File: config.mk
export PLATFORM = sky130hd
export DESIGN_NAME = slu_latch_unit
export DESIGN_NICKNAME = d
export VERILOG_FILES = /design/src/hw/slu_pkg.sv /design/src/hw/slu_pulse_if.sv /design/src/hw/slu_pulse_gen.sv /design/src/hw/slu_latch_unit.sv
export VERILOG_INCLUDE_DIRS = /design/src /design/src/hw
export SDC_FILE = /design/constraint.sdc
export NUM_CORES = 1
export LEC_CHECK = 0
export ABC_AREA = 1
export BUFFER_PORTS_ARGS = -buffer_cell sky130_fd_sc_hd__buf_2
export CAP_MARGIN = 20
export CORE_MARGIN = 1
export CORE_UTILIZATION = 46
export DETAILED_ROUTE_END_ITERATION = 10
export PLACE_DENSITY = 0.82
export SYNTH_ARGS = -nofsm -noshare
export SYNTH_HDL_FRONTEND = slang
export SYNTH_HIERARCHICAL = 1
export SYNTH_SLANG_ARGS = --single-unit
File: constraint.sdc
create_clock -name clock -period 1.5 [get_ports clock]
set_input_delay 0.15 -clock clock [delete_from_list [all_inputs] [get_ports clock]]
set_output_delay 0.15 -clock clock [all_outputs]
set_load 0.02 [all_outputs]
File: src/hw/slu_defs.svh
// slu_defs.svh: offsets, field positions, reset values and counts for the
// set/reset latch unit.
// assumes: included by bare name; holds definitions only.
`ifndef SLU_DEFS_SVH
`define SLU_DEFS_SVH

// register byte offsets on the apb bus
`define SLU_OFF_CONTROL    8'h00
`define SLU_OFF_ENABLES    8'h04
`define SLU_OFF_SYNC       8'h08
`define SLU_OFF_STATUS     8'h0C

// reset values of the writable registers
`define SLU_RST_CONTROL    8'h00
`define SLU_RST_ENABLES    8'h00
`define SLU_RST_SYNC       8'h00

// latch_control fields
`define SLU_CTL_MOD_EN     7
`define SLU_CTL_SEL_HI     6
`define SLU_CTL_SEL_LO     4
`define SLU_CTL_TRUE_EN    3
`define SLU_CTL_INV_EN     2
`define SLU_CTL_SET        1
`define SLU_CTL_RESET      0

// latch_source_enables fields
`define SLU_ENA_PIN_SET    7
`define SLU_ENA_PULSE_SET  6
`define SLU_ENA_C2_SET     5
`define SLU_ENA_C1_SET     4
`define SLU_ENA_PIN_RST    3
`define SLU_ENA_PULSE_RST  2
`define SLU_ENA_C2_RST     1
`define SLU_ENA_C1_RST     0

// comparator sync select fields
`define SLU_SYN_C1         0
`define SLU_SYN_C2         1

// status fields
`define SLU_STA_LATCH      0
`define SLU_STA_C1         1
`define SLU_STA_C2         2
`define SLU_STA_PIN        3

// base period of the internal pulse source, in clock cycles
`define SLU_PULSE_BASE     16

`endif

File: src/hw/slu_pkg.sv
// slu_pkg: types shared by the set/reset latch unit.
// assumes: constants live in slu_defs.svh.
package slu_pkg;

  // apb answer state, one-hot
  typedef enum logic [1:0] {
    SLU_ST_IDLE = 2'b01,
    SLU_ST_ACK  = 2'b10
  } slu_bus_state_t;

  // one register byte
  typedef logic [7:0] slu_byte_t;

  // pulse period select field
  typedef logic [2:0] slu_sel_t;

endpackage : slu_pkg

File: src/hw/slu_pulse_if.sv
// slu_pulse_if: carries the period select and pulse between the latch core
// and its periodic pulse source.
// assumes: both ends run on the same clock.
`timescale 1ns/1ps
`default_nettype none
interface slu_pulse_if;
  slu_pkg::slu_sel_t period_sel; // chosen period
  logic              pulse;      // one-cycle pulse

  modport gen  (input period_sel, output pulse);
  modport user (output period_sel, input pulse);
endinterface : slu_pulse_if
`default_nettype wire

File: src/hw/slu_pulse_gen.sv
// slu_pulse_gen: free-running periodic pulse, period = base << select.
// assumes: synchronous active-low reset, single clock.
`include "slu_defs.svh"
`timescale 1ns/1ps
`default_nettype none
module slu_pulse_gen #(
  parameter int PULSE_BASE = `SLU_PULSE_BASE // cycles at select zero
) (
  input  wire logic  clock, // system clock
  input  wire logic  rst_n, // sync reset, active low
  slu_pulse_if.gen   pif    // select in, pulse out
);
  localparam int CW = $clog2(PULSE_BASE * 128) + 1; // counter width

  generate
    if (PULSE_BASE < 1) begin : g_bad_base
      $error("slu_pulse_gen: PULSE_BASE must be at least one");
    end
  endgenerate

  logic [CW-1:0] cnt_q;   // cycles since last pulse
  logic [CW-1:0] cnt_d;
  logic          pulse_q; // registered pulse
  logic          pulse_d;
  logic [CW-1:0] limit;   // last count of the period

  // next count; a shorter select takes effect at once via the >= compare
  always_comb begin
    limit   = CW'((PULSE_BASE << pif.period_sel) - 1);
    pulse_d = 1'b0;
    cnt_d   = cnt_q + CW'(1);
    if (cnt_q >= limit) begin
      cnt_d   = '0;
      pulse_d = 1'b1;
    end
  end

  // registers only
  always_ff @(posedge clock) begin
    if (!rst_n) begin
      cnt_q   <= '0;
      pulse_q <= 1'b0;
    end else begin
      cnt_q   <= cnt_d;
      pulse_q <= pulse_d;
    end
  end

  assign pif.pulse = pulse_q;
endmodule : slu_pulse_gen
`default_nettype wire

File: src/hw/slu_latch_unit.sv
// slu_latch_unit: reset-dominant set/reset latch with selectable sources,
// software strobes, periodic pulse source and gated true/inverted outputs,
// reached over an apb slave.
// assumes: pins and the timer clock are asynchronous to clock; pin direction
// control lives outside this block.
//
// The APB register port and the placing of the registers were decided locally.
`include "slu_defs.svh"
`timescale 1ns/1ps
`default_nettype none
module slu_latch_unit #(
  parameter int ADDR_W     = 8,              // apb address width
  parameter int PULSE_BASE = `SLU_PULSE_BASE // pulse base period, cycles
) (
  input  wire logic              clock,                // 200 mhz clock
  input  wire logic              rst_n,                // sync reset, low
  input  wire logic              psel,                 // apb select
  input  wire logic              penable,              // apb access phase
  input  wire logic              pwrite,               // apb write
  input  wire logic [ADDR_W-1:0] paddr,                // apb byte address
  input  wire logic [31:0]       pwdata,               // apb write data
  output logic                   pready,               // apb ready
  output logic      [31:0]       prdata,               // apb read data
  output logic                   pslverr,              // apb error
  input  wire logic              cmp_one_out,          // comparator one
  input  wire logic              cmp_two_out,          // comparator two
  input  wire logic              latch_external_input, // external pin
  input  wire logic              sync_timer,           // timer clock in
  output logic                   true_out_pin,         // latch value
  output logic                   true_out_drive,       // true pin enable
  output logic                   inv_out_pin,          // inverted value
  output logic                   inv_out_drive         // inverted enable
);

  generate
    if (ADDR_W < 4) begin : g_bad_addr
      $error("slu_latch_unit: ADDR_W must be at least four");
    end
  endgenerate

  // register index after decode
  localparam logic [1:0] IDX_CONTROL = 2'h0;
  localparam logic [1:0] IDX_ENABLES = 2'h1;
  localparam logic [1:0] IDX_SYNC    = 2'h2;
  localparam logic [1:0] IDX_STATUS  = 2'h3;

  // true when the address hits a mapped word
  function automatic logic addr_hit(input logic [ADDR_W-1:0] a);
    logic [7:0] lo;
    lo = 8'(a);
    addr_hit = (a[ADDR_W-1:4] == '0) && (lo[1:0] == 2'h0);
  endfunction : addr_hit

  // register index of a mapped address
  function automatic logic [1:0] addr_idx(input logic [ADDR_W-1:0] a);
    logic [7:0] lo;
    lo = 8'(a);
    unique case (lo[3:0])
      4'(`SLU_OFF_CONTROL): addr_idx = IDX_CONTROL;
      4'(`SLU_OFF_ENABLES): addr_idx = IDX_ENABLES;
      4'(`SLU_OFF_SYNC):    addr_idx = IDX_SYNC;
      default:              addr_idx = IDX_STATUS;
    endcase
  endfunction : addr_idx

  // pin synchronisers: two flops per asynchronous input
  localparam int NSYNC = 4;
  logic [NSYNC-1:0] raw_in;  // asynchronous inputs
  logic [NSYNC-1:0] meta_q;  // first stage, read only by second stage
  logic [NSYNC-1:0] sync_q;  // second stage, safe to use
  assign raw_in = {sync_timer, latch_external_input, cmp_two_out,
                   cmp_one_out};

  genvar gi;
  generate
    for (gi = 0; gi < NSYNC; gi++) begin : g_sync
      // plain two-flop level synchroniser
      always_ff @(posedge clock) begin
        if (!rst_n) begin
          meta_q[gi] <= 1'b0;
          sync_q[gi] <= 1'b0;
        end else begin
          meta_q[gi] <= raw_in[gi];
          sync_q[gi] <= meta_q[gi];
        end
      end
    end
  endgenerate

  logic c1_s;   // synchronised comparator one
  logic c2_s;   // synchronised comparator two
  logic pin_s;  // synchronised external pin
  logic tmr_s;  // synchronised timer clock
  assign c1_s  = sync_q[0];
  assign c2_s  = sync_q[1];
  assign pin_s = sync_q[2];
  assign tmr_s = sync_q[3];

  // software-visible registers
  slu_pkg::slu_byte_t ctl_q;     // latch_control, strobes read as zero
  slu_pkg::slu_byte_t ctl_d;
  slu_pkg::slu_byte_t ena_q;     // latch_source_enables
  slu_pkg::slu_byte_t ena_d;
  logic [1:0]         syn_q;     // comparator timer-sync selects
  logic [1:0]         syn_d;
  logic               set_stb_q; // one-cycle software set
  logic               set_stb_d;
  logic               rst_stb_q; // one-cycle software reset
  logic               rst_stb_d;

  // apb answer path
  slu_pkg::slu_bus_state_t st_q; // answer state
  slu_pkg::slu_bus_state_t st_d;
  logic                    pready_q;
  logic                    pready_d;
  logic [31:0]             prdata_q;
  logic [31:0]             prdata_d;
  logic                    pslverr_q;
  logic                    pslverr_d;
  logic                    bus_fire;  // transfer completes this edge
  logic                    wr_fire;   // write to a mapped register

  // comparator timer sampling
  logic tmr_prev_q;  // timer level one cycle ago
  logic c1_tmr_q;    // comparator one held from last timer edge
  logic c1_tmr_d;
  logic c2_tmr_q;    // comparator two held from last timer edge
  logic c2_tmr_d;
  logic tmr_rise;    // timer rising edge seen

  // latch core
  logic latch_q;     // latch state, deliberately never reset
  logic latch_d;
  logic set_any;     // any enabled set source high
  logic rst_any;     // any enabled reset source high
  logic c1_eff;      // comparator one after optional timer sync
  logic c2_eff;      // comparator two after optional timer sync

  // output pin registers
  logic tpin_q, tpin_d;   // true pin value
  logic tdrv_q, tdrv_d;   // true pin drive
  logic ipin_q, ipin_d;   // inverted pin value
  logic idrv_q, idrv_d;   // inverted pin drive

  // pulse source link
  slu_pulse_if pulse_if ();

  slu_pulse_gen #(
    .PULSE_BASE (PULSE_BASE)
  ) u_pulse (
    .clock (clock),
    .rst_n (rst_n),
    .pif   (pulse_if)
  );

  // period select follows the control field directly
  assign pulse_if.period_sel =
    ctl_q[`SLU_CTL_SEL_HI:`SLU_CTL_SEL_LO];

  // the transfer completes in the ack state, one wait cycle after access
  assign bus_fire = (st_q == slu_pkg::SLU_ST_ACK) && psel && penable;
  assign wr_fire  = bus_fire && pwrite && addr_hit(paddr);

  // apb answer: one wait state, data and error settle with pready
  always_comb begin
    st_d      = st_q;
    pready_d  = 1'b0;
    prdata_d  = prdata_q;
    pslverr_d = 1'b0;
    unique case (st_q)
      slu_pkg::SLU_ST_IDLE: begin
        if (psel && penable) begin
          st_d      = slu_pkg::SLU_ST_ACK;
          pready_d  = 1'b1;
          pslverr_d = !addr_hit(paddr);
          prdata_d  = '0;
          if (!pwrite && addr_hit(paddr)) begin
            unique case (addr_idx(paddr))
              // strobe bits always read back as zero
              IDX_CONTROL: prdata_d[7:0] = ctl_q;
              IDX_ENABLES: prdata_d[7:0] = ena_q;
              IDX_SYNC:    prdata_d[1:0] = syn_q;
              IDX_STATUS: begin
                prdata_d[`SLU_STA_LATCH] = latch_q;
                prdata_d[`SLU_STA_C1]    = c1_eff;
                prdata_d[`SLU_STA_C2]    = c2_eff;
                prdata_d[`SLU_STA_PIN]   = pin_s;
              end
            endcase
          end
        end
      end
      slu_pkg::SLU_ST_ACK: begin
        // the master releases after this edge; hold data one more cycle
        st_d = slu_pkg::SLU_ST_IDLE;
      end
    endcase
  end

  // apb answer registers
  always_ff @(posedge clock) begin
    if (!rst_n) begin
      st_q      <= slu_pkg::SLU_ST_IDLE;
      pready_q  <= 1'b0;
      prdata_q  <= '0;
      pslverr_q <= 1'b0;
    end else begin
      st_q      <= st_d;
      pready_q  <= pready_d;
      prdata_q  <= prdata_d;
      pslverr_q <= pslverr_d;
    end
  end

  // register writes; strobes become a single-cycle pulse
  always_comb begin
    ctl_d     = ctl_q;
    ena_d     = ena_q;
    syn_d     = syn_q;
    set_stb_d = 1'b0;
    rst_stb_d = 1'b0;
    if (wr_fire) begin
      unique case (addr_idx(paddr))
        IDX_CONTROL: begin
          ctl_d = pwdata[7:0];
          // strobes are never stored, so no second write is needed
          ctl_d[`SLU_CTL_SET]   = 1'b0;
          ctl_d[`SLU_CTL_RESET] = 1'b0;
          set_stb_d = pwdata[`SLU_CTL_SET];
          rst_stb_d = pwdata[`SLU_CTL_RESET];
        end
        IDX_ENABLES: ena_d = pwdata[7:0];
        IDX_SYNC:    syn_d = pwdata[1:0];
        // status is read only; writes are ignored
        IDX_STATUS:  ena_d = ena_q;
      endcase
    end
  end

  // register file
  always_ff @(posedge clock) begin
    if (!rst_n) begin
      ctl_q     <= `SLU_RST_CONTROL;
      ena_q     <= `SLU_RST_ENABLES;
      syn_q     <= 2'(`SLU_RST_SYNC);
      set_stb_q <= 1'b0;
      rst_stb_q <= 1'b0;
    end else begin
      ctl_q     <= ctl_d;
      ena_q     <= ena_d;
      syn_q     <= syn_d;
      set_stb_q <= set_stb_d;
      rst_stb_q <= rst_stb_d;
    end
  end

  // timer edge reads the second sync flop only, never the first
  assign tmr_rise = tmr_s && !tmr_prev_q;

  // comparator values captured on each timer rising edge
  always_comb begin
    c1_tmr_d = c1_tmr_q;
    c2_tmr_d = c2_tmr_q;
    if (tmr_rise) begin
      c1_tmr_d = c1_s;
      c2_tmr_d = c2_s;
    end
    // a stopped timer freezes the synced value; a limitation of this mode
    c1_eff = syn_q[`SLU_SYN_C1] ? c1_tmr_q : c1_s;
    c2_eff = syn_q[`SLU_SYN_C2] ? c2_tmr_q : c2_s;
  end

  // timer sampling registers
  always_ff @(posedge clock) begin
    if (!rst_n) begin
      tmr_prev_q <= 1'b0;
      c1_tmr_q   <= 1'b0;
      c2_tmr_q   <= 1'b0;
    end else begin
      tmr_prev_q <= tmr_s;
      c1_tmr_q   <= c1_tmr_d;
      c2_tmr_q   <= c2_tmr_d;
    end
  end

  // source gating and reset-dominant latch update; every source is a high
  // level, sampled each cycle, so no edge is needed to act
  always_comb begin
    set_any = set_stb_q
            | (c1_eff && ena_q[`SLU_ENA_C1_SET])
            | (c2_eff && ena_q[`SLU_ENA_C2_SET])
            | (pin_s && ena_q[`SLU_ENA_PIN_SET])
            | (pulse_if.pulse && ena_q[`SLU_ENA_PULSE_SET]);
    rst_any = rst_stb_q
            | (c1_eff && ena_q[`SLU_ENA_C1_RST])
            | (c2_eff && ena_q[`SLU_ENA_C2_RST])
            | (pin_s && ena_q[`SLU_ENA_PIN_RST])
            | (pulse_if.pulse && ena_q[`SLU_ENA_PULSE_RST]);
    latch_d = latch_q;
    if (rst_any) begin
      latch_d = 1'b0;
    end else if (set_any) begin
      latch_d = 1'b1;
    end
  end

  // latch state: no reset term at all, software must initialise it
  always_ff @(posedge clock) begin
    latch_q <= latch_d;
  end

  // pin outputs: module enable and each route enable, independently
  always_comb begin
    tdrv_d = ctl_q[`SLU_CTL_MOD_EN] && ctl_q[`SLU_CTL_TRUE_EN];
    idrv_d = ctl_q[`SLU_CTL_MOD_EN] && ctl_q[`SLU_CTL_INV_EN];
    // gating the value too keeps an unknown latch off an idle pin
    tpin_d = tdrv_d && latch_q;
    ipin_d = idrv_d && !latch_q;
  end

  // output registers; both routes may be on together
  always_ff @(posedge clock) begin
    if (!rst_n) begin
      tpin_q <= 1'b0;
      tdrv_q <= 1'b0;
      ipin_q <= 1'b0;
      idrv_q <= 1'b0;
    end else begin
      tpin_q <= tpin_d;
      tdrv_q <= tdrv_d;
      ipin_q <= ipin_d;
      idrv_q <= idrv_d;
    end
  end

  // outputs straight from flops
  assign pready         = pready_q;
  assign prdata         = prdata_q;
  assign pslverr        = pslverr_q;
  assign true_out_pin   = tpin_q;
  assign true_out_drive = tdrv_q;
  assign inv_out_pin    = ipin_q;
  assign inv_out_drive  = idrv_q;

endmodule : slu_latch_unit
`default_nettype wire

==> impl_metrics.tcl, run 1 <==
set metrics [dict create \
    comb_power_share_pct 8.0 \
    grt_start_max_net_pins 22 \
    via_count 2631 \
    worst_slack_ns -0.0530 \
    relSlewSlack_pct 54.6 \
    drv_slew 0 \
    diodes 0 \
    tritoncts "yes" \
    cts-root-buf "clkbuf_8" \
    fin_crit_sh_pct 104 \
    antenna_found_initial 0 \
    ys_seq_area_share_pct 40.5 \
    wl_per_cell_um 12.2 \
    gp_congestion 0.908 \
    cpMaxStageDelayCell "dfxtp_4" \
    setup_violations 12 \
    clk_path_buf_depth 2 \
    seqPwrFrac_pct 47.8 \
    die_area_sq_mm 0.00666 \
    port-buffer-count 38 \
    grt_overflow 0 \
    synth_area_sq_mm 0.00291 \
    die_y_um 81.6 \
    clock.fmax_mhz 644 \
    post-route-cell-area_sq_mm 0.00349 \
    drtAntennaViolNets 0 \
    ir_drop_v 0.000794 \
    switching_share_pct 26.8 \
    pin_count 87 \
    drt-total-wl_um 6390 \
    hp-class "input pin to register" \
    cp_max_fo 8 \
    ys_warn_count 6 \
    rsz0062_at_grt "yes" \
    status "complete, but fails checks" \
    critPathCaptureType "register" \
    synthCells 390 \
    cts_buffers 9 \
    timing.hold.ws_ns 0.0560 \
    drt_iter0_drc 149 \
    coreArea_sq_mm 0.00603 \
    fin_crit_ns 1.55 \
    cpPeakStageDelay_ns 0.40 \
    cts.sinks 59 \
    final_cell_mix "nand2_1 (87), dfxtp_1 (56), buf_2 (38), inv_1 (37), nand3_1 (36)" \
    critPathArrivalTime_ns 1.78 \
    placed_cell_area_sq_mm 0.00315 \
    p_per_area_mw_per_mm2 966 \
    p_int_uw 2470 \
    grt_pass1_vias 2230 \
    hold_viol_final 0 \
    avgViaCountPerCell 5.00 \
    rows 28 \
    dp_hpwl_um 4370 \
    start_util_pct 48.4 \
    final_util_pct 57.9 \
    p_total_uw 3370 \
    route.detailed.drc 0 \
    worstPathCellList "nand2_1 > ha_1 > nand2_1 > nor2_2 > nand3_2 > nand4_4 > clkbuf_16 > nor2_2" \
    clock_latency_ns 0.34 \
    drtPass1Iterations 4 \
    grt_pass1_wl_um 10000 \
    worst_pin_slew_ns 0.680 \
    startpoint_type "register" \
    htreeDepth 3 \
    switchingPower_uw 905 \
    violations "negative setup slack" \
    area_growth_pct 19.8 \
    final_common_cell "nand2_1" \
    cp.required_ns 1.73 \
    synth_seq_cells 59 \
    grt_use_total_pct 20.1 \
    power_frac_clock_pct 44.2 \
    p_leak_uw 0.00159 \
    path_clk_slew_ns 0.07 \
    crit_type "register to register" \
    synth_area_per_cell_sq_um 7.47 \
    drive_above_1_share_pct 24.4 \
    cap_violations 0 \
    nets 504 \
    fin_skew_ns 0.00846 \
    dieWidth_um 81.6 \
    yosys.cell_types.count 29 \
]
## cell type report
class,count,area (sq um)
Fill cell,520,2530
Multi-Input combinational cell,280,1480
Sequential cell,59,1190
Timing Repair Buffer,55,370
Inverter,41,155
Clock buffer,9,124
Tap cell,75,93.8
Clock inverter,7,82.6
## through the flow
stage	cells	setup WS [ns]	setup TNS, ns
6_report	526	-0.0530	-0.461
5_1_grt	526	-0.128	-1.42
4_1_cts	524	-0.0354	-0.228
3_5_place_dp	504	-0.0874	-0.819
3_3_place_gp	504	-0.0370	-0.329
2_1_floorplan	413	0.0199	0
## power groups by stage
stage	sequential [uW]	clock, uW	combinational, uW
after global routing	1610	1600	298
final	1610	1490	271
after global placement	1650	0	239
after detailed placement	1650	0	245
after floorplan	1650	0	217
after CTS	1610	1500	255
## critical path: cells and delay by family (launching register included)
kind | cells | cell delay (ns)
buf+inv | 1 | 0.17
flops | 1 | 0.40
simple gates | 6 | 0.59
fa+ha+maj | 1 | 0.29
## worst paths after layout
path | slack [ns] | startpoint | cells after the start | endpoint
setup reg to reg | -0.05 | ctl_q[6]$_SDFFE_PN0P_ | 8 | u_pulse/cnt_q[0]$_SDFF_PP0_
hold / removal | 0.06 | pwdata[1] | 3 | set_stb_q$_SDFF_PN0_
hold reg to reg | 0.42 | meta_q[2]$_SDFF_PN0_ | 2 | pin_s$_SDFF_PN0_
setup / recovery | -0.05 | ctl_q[6]$_SDFFE_PN0P_ | 8 | u_pulse/cnt_q[0]$_SDFF_PP0_
## synth_stat cells
cell      instances  area [sq um]
nand3b_1          1          7.51
inv_2             3          11.3
conb_1            2          7.51
xnor2_1           2          17.5
clkbuf_1          4          15.0
nor2_1           33           124
nand2_2           2          12.5
nand3_2           4          40.0
buf_4            27           203
inv_1            37           139
nor3b_1           1          7.51
nand4_1          16           100
nand3_1          38           190
xor2_1            5          43.8
clkinv_2          1          5.00
and2_1            1          6.26
o21ai_0           3          15.0
nor3_2            1          10.0
nand2_1          89           334
dfxtp_1          59          1180
buf_6             1          11.3
a21oi_1          26           130
nand4_2           1          12.5
buf_2             1          5.00
nor2_2           13          81.3
nor2_4            6          67.6
a21oi_2           1          8.76
ha_1              9           113
nor3_1            3          15.0
## registers in the layout (all words and copies together) (netlist names), 2 cells and up
name,count
ena_q,8
u_pulse/cnt_q,12
prdata,8
meta_q,4
syn_q,2
st_q,2
ctl_q,6
## layer usage
layer,up-vias,wire (um),global-route usage [%]
met5,-,0,0
met4,0,204,10.0
met3,22,513,5.22
met2,117,2930,31.1
met1,1176,2750,25.9
li1,1316,-,-
## cell families after synthesis
| kind of cell | count (synthesis) | synth area share [%] |
|---|---|---|
| compound gates | 30 | 5.28 |
| xor+xnor | 7 | 2.10 |
| fa+ha+maj | 9 | 3.86 |
| buf+inv | 74 | 13.4 |
| flops | 59 | 40.5 |
| other cells | 2 | 0.258 |
| simple gates | 209 | 34.6 |
## what timing repair did
item,in CTS,in global routing
pin swaps,0,6
hold buffers,4,0
setup buffers,0,1
endpoints found under the setup margin,12,15
gates cloned,0,1
gates resized for setup,3,11
hold endpoints to repair,4,0
Power figures use the tool's default switching activity.
==> run 2: changes to the inputs <==
ABC_AREA = not set   (was 1)
PLACE_DENSITY = 0.83   (was 0.82)
==> impl_metrics.tcl, run 2 <==
set metrics [dict create \
    ys_warn_count 6 \
    p_leak_uw 0.00149 \
    hp-class "input pin to register" \
    hold_path_depth 2 \
    synth_seq_cells 59 \
    critPathCaptureType "register" \
    violations "negative setup slack" \
    grt_use_total_pct 20.9 \
    synth_area_sq_mm 0.00277 \
    synth-edff-count 0 \
    drt_iter0_drc 122 \
    yosysMostFrequentCell "dfxtp_1" \
    clk_path_buf_depth 2 \
    setup_violations 13 \
    final_util_pct 63.1 \
    reg2reg_to "u_pulse/pif.pulse$_SDFF_PN0_" \
    clock.fmax_mhz 552 \
    grt_overflow 0 \
    synthArstFlopShare_pct 0 \
    grt_start_max_net_pins 19 \
    ys_seq_area_share_pct 42.6 \
    cp_max_fo 8 \
    area_growth_pct 28.5 \
    die_area_sq_mm 0.00634 \
    grt_pass1_vias 2204 \
    regMostFlops "u_pulse/cnt_q" \
    worstHoldEndpoint "meta_q[2]$_SDFF_PN0_" \
    synth.area.top_cells "dfxtp_1 (43%), mux2i_1 (7.9%), buf_4 (6.8%)" \
    route.detailed.drc 0 \
    die_y_um 79.6 \
    port-buffer-count 38 \
    cts-root-buf "clkbuf_8" \
    final_cell_mix "dfxtp_1 (54), buf_2 (38), buf_4 (36), nor2_1 (26), conb_1 (25)" \
    synth_flop_cell "dfxtp_1" \
    rrSetupSlack_ns -0.31 \
    final_common_cell "dfxtp_1" \
    drive_above_1_share_pct 36.2 \
    coreArea_sq_mm 0.00564 \
    dieWidth_um 79.6 \
    r2r.worst_path.cells 7 \
    start_util_pct 49.1 \
    diodes 0 \
    cp.required_ns 1.72 \
    gp_congestion 0.865 \
    ir_drop_v 0.000670 \
    ctsHoldBuffers 0 \
    avgViaCountPerCell 5.15 \
    antenna_found_initial 0 \
    htreeDepth 3 \
    drtPass1Iterations 4 \
    synth_area_per_cell_sq_um 9.90 \
    timing.hold.ws_ns 0.0185 \
    nets 420 \
    pin_count 87 \
    cts.sinks 59 \
    timing.rr.start "ctl_q[6]$_SDFFE_PN0P_" \
    p_per_area_mw_per_mm2 924 \
    tritoncts "yes" \
    fin_setup_tns_ns -3.28 \
    status "complete, but fails checks" \
    worst_slack_ns -0.310 \
    p_total_uw 3290 \
    crit_type "register to register" \
    largest_reg_flops 12 \
    hold_path_startpoint "latch_external_input" \
    hold_viol_final 0 \
    clock_latency_ns 0.34 \
    fin_crit_ns 1.81 \
    path_clk_slew_ns 0.06 \
    synthCells 280 \
    drv_slew 0 \
    dp.cells 422 \
    dp_hpwl_um 4430 \
    drt-total-wl_um 5960 \
    yosys.area.top_type "dfxtp_1" \
    cap_violations 0 \
    rsz0062_at_grt "yes" \
    fin_skew_ns 0.0101 \
    fin_crit_sh_pct 121 \
    grt_pass1_wl_um 9950 \
    via_count 2261 \
    cts_buffers 9 \
    yosys.cell_types.count 50 \
    rows 27 \
    startpoint_type "register" \
    fin_cells 439 \
    ys_top_cells_by_count "dfxtp_1 (59), nor2_1 (27), buf_4 (25)" \
    yosysTopAreaCellShare_pct 42.6 \
    wl_per_cell_um 13.6 \
    critPathArrivalTime_ns 2.03 \
    drtAntennaViolNets 0 \
]
## run 2: cell count changes after synthesis, sizes merged, moves of 4 or more
cell,change
nand2,-78
nand3,-36
nor2b,+4
xnor2,+6
nor3,+14
and2,+9
o21ai,+4
a32o,+4
inv,-33
nand4,-12
nor2,-25
mux2i,+22
and3,+6
a21oi,-21
## run 2: metal layers
metal / wire, um / global-route usage (%) / part of all wire, %
met1: 2720 / 25.7 / 46
met2: 2740 / 32.0 / 46
met3: 416 / 6.17 / 7.0
met4: 87 / 12.9 / 1.5
met5: 0 / 0 / 0
## run 2: through the flow
stage | worst slack (ns) | area [sq um]
finish | -0.310 | 3560
global route | -0.359 | 3560
detailed placement | -0.289 | 3310
CTS | -0.259 | 3520
global placement | -0.227 | 3310
floorplan | -0.161 | 2930
## run 2: how the worst max path moves through the flow
stage / start / endpoint / cells after the start
floorplan: paddr[6] / prdata[4]$_SDFFE_PN0P_ / 4
global placement: paddr[6] / prdata[6]$_SDFFE_PN0P_ / 5
detailed placement: paddr[6] / prdata[4]$_SDFFE_PN0P_ / 5
CTS: ctl_q[5]$_SDFFE_PN0P_ / u_pulse/cnt_q[3]$_SDFF_PP0_ / 7
global route: ctl_q[5]$_SDFFE_PN0P_ / u_pulse/cnt_q[10]$_SDFF_PP0_ / 7
finish: ctl_q[6]$_SDFFE_PN0P_ / u_pulse/pif.pulse$_SDFF_PN0_ / 7
## run 2: where the power goes
group          total, uW  switching, uW  internal [uW]
logic                284            172            112
registers           1600           13.6           1590
clock network       1400            600            804
total               3290            786           2510
## run 2: layout make-up
cell class,instances,area (sq um)
clock buffer,11,141
tap,72,90.1
fill,443,2080
sequential,59,1190
multi-input combinational,206,1520
timing repair buffer,78,532
inverter,8,30.0
clock inverter,5,51.3
## run 2: kinds of logic after synthesis
group                    count (synthesis)  share of synthesized area (%)
adder cells (fa/ha/maj)                  9                           4.06
other                                    2                          0.271
AND/OR/NAND/NOR                        106                           23.2
multiplexers                            24                           8.75
XOR/XNOR                                10                           3.16
buffers and inverters                   38                           9.07
AO/OA/AOI/OAI                           32                           8.85
flip-flops                              59                           42.6
## run 2: worst max-delay path, cell delays in order, from the launching register on
cell and delay, ns:
dfxtp_4 0.40, nor2_1 0.06, ha_1 0.30, and4_1 0.23
a221oi_2 0.30, buf_4 0.18, nor2_2 0.04, o21a_1 0.17
## run 2: timing repair
action                                  CTS  global route
pin swaps                                 9             3
gates resized for setup                   3             9
setup buffers                             0             1
endpoints found under the setup margin   14            32
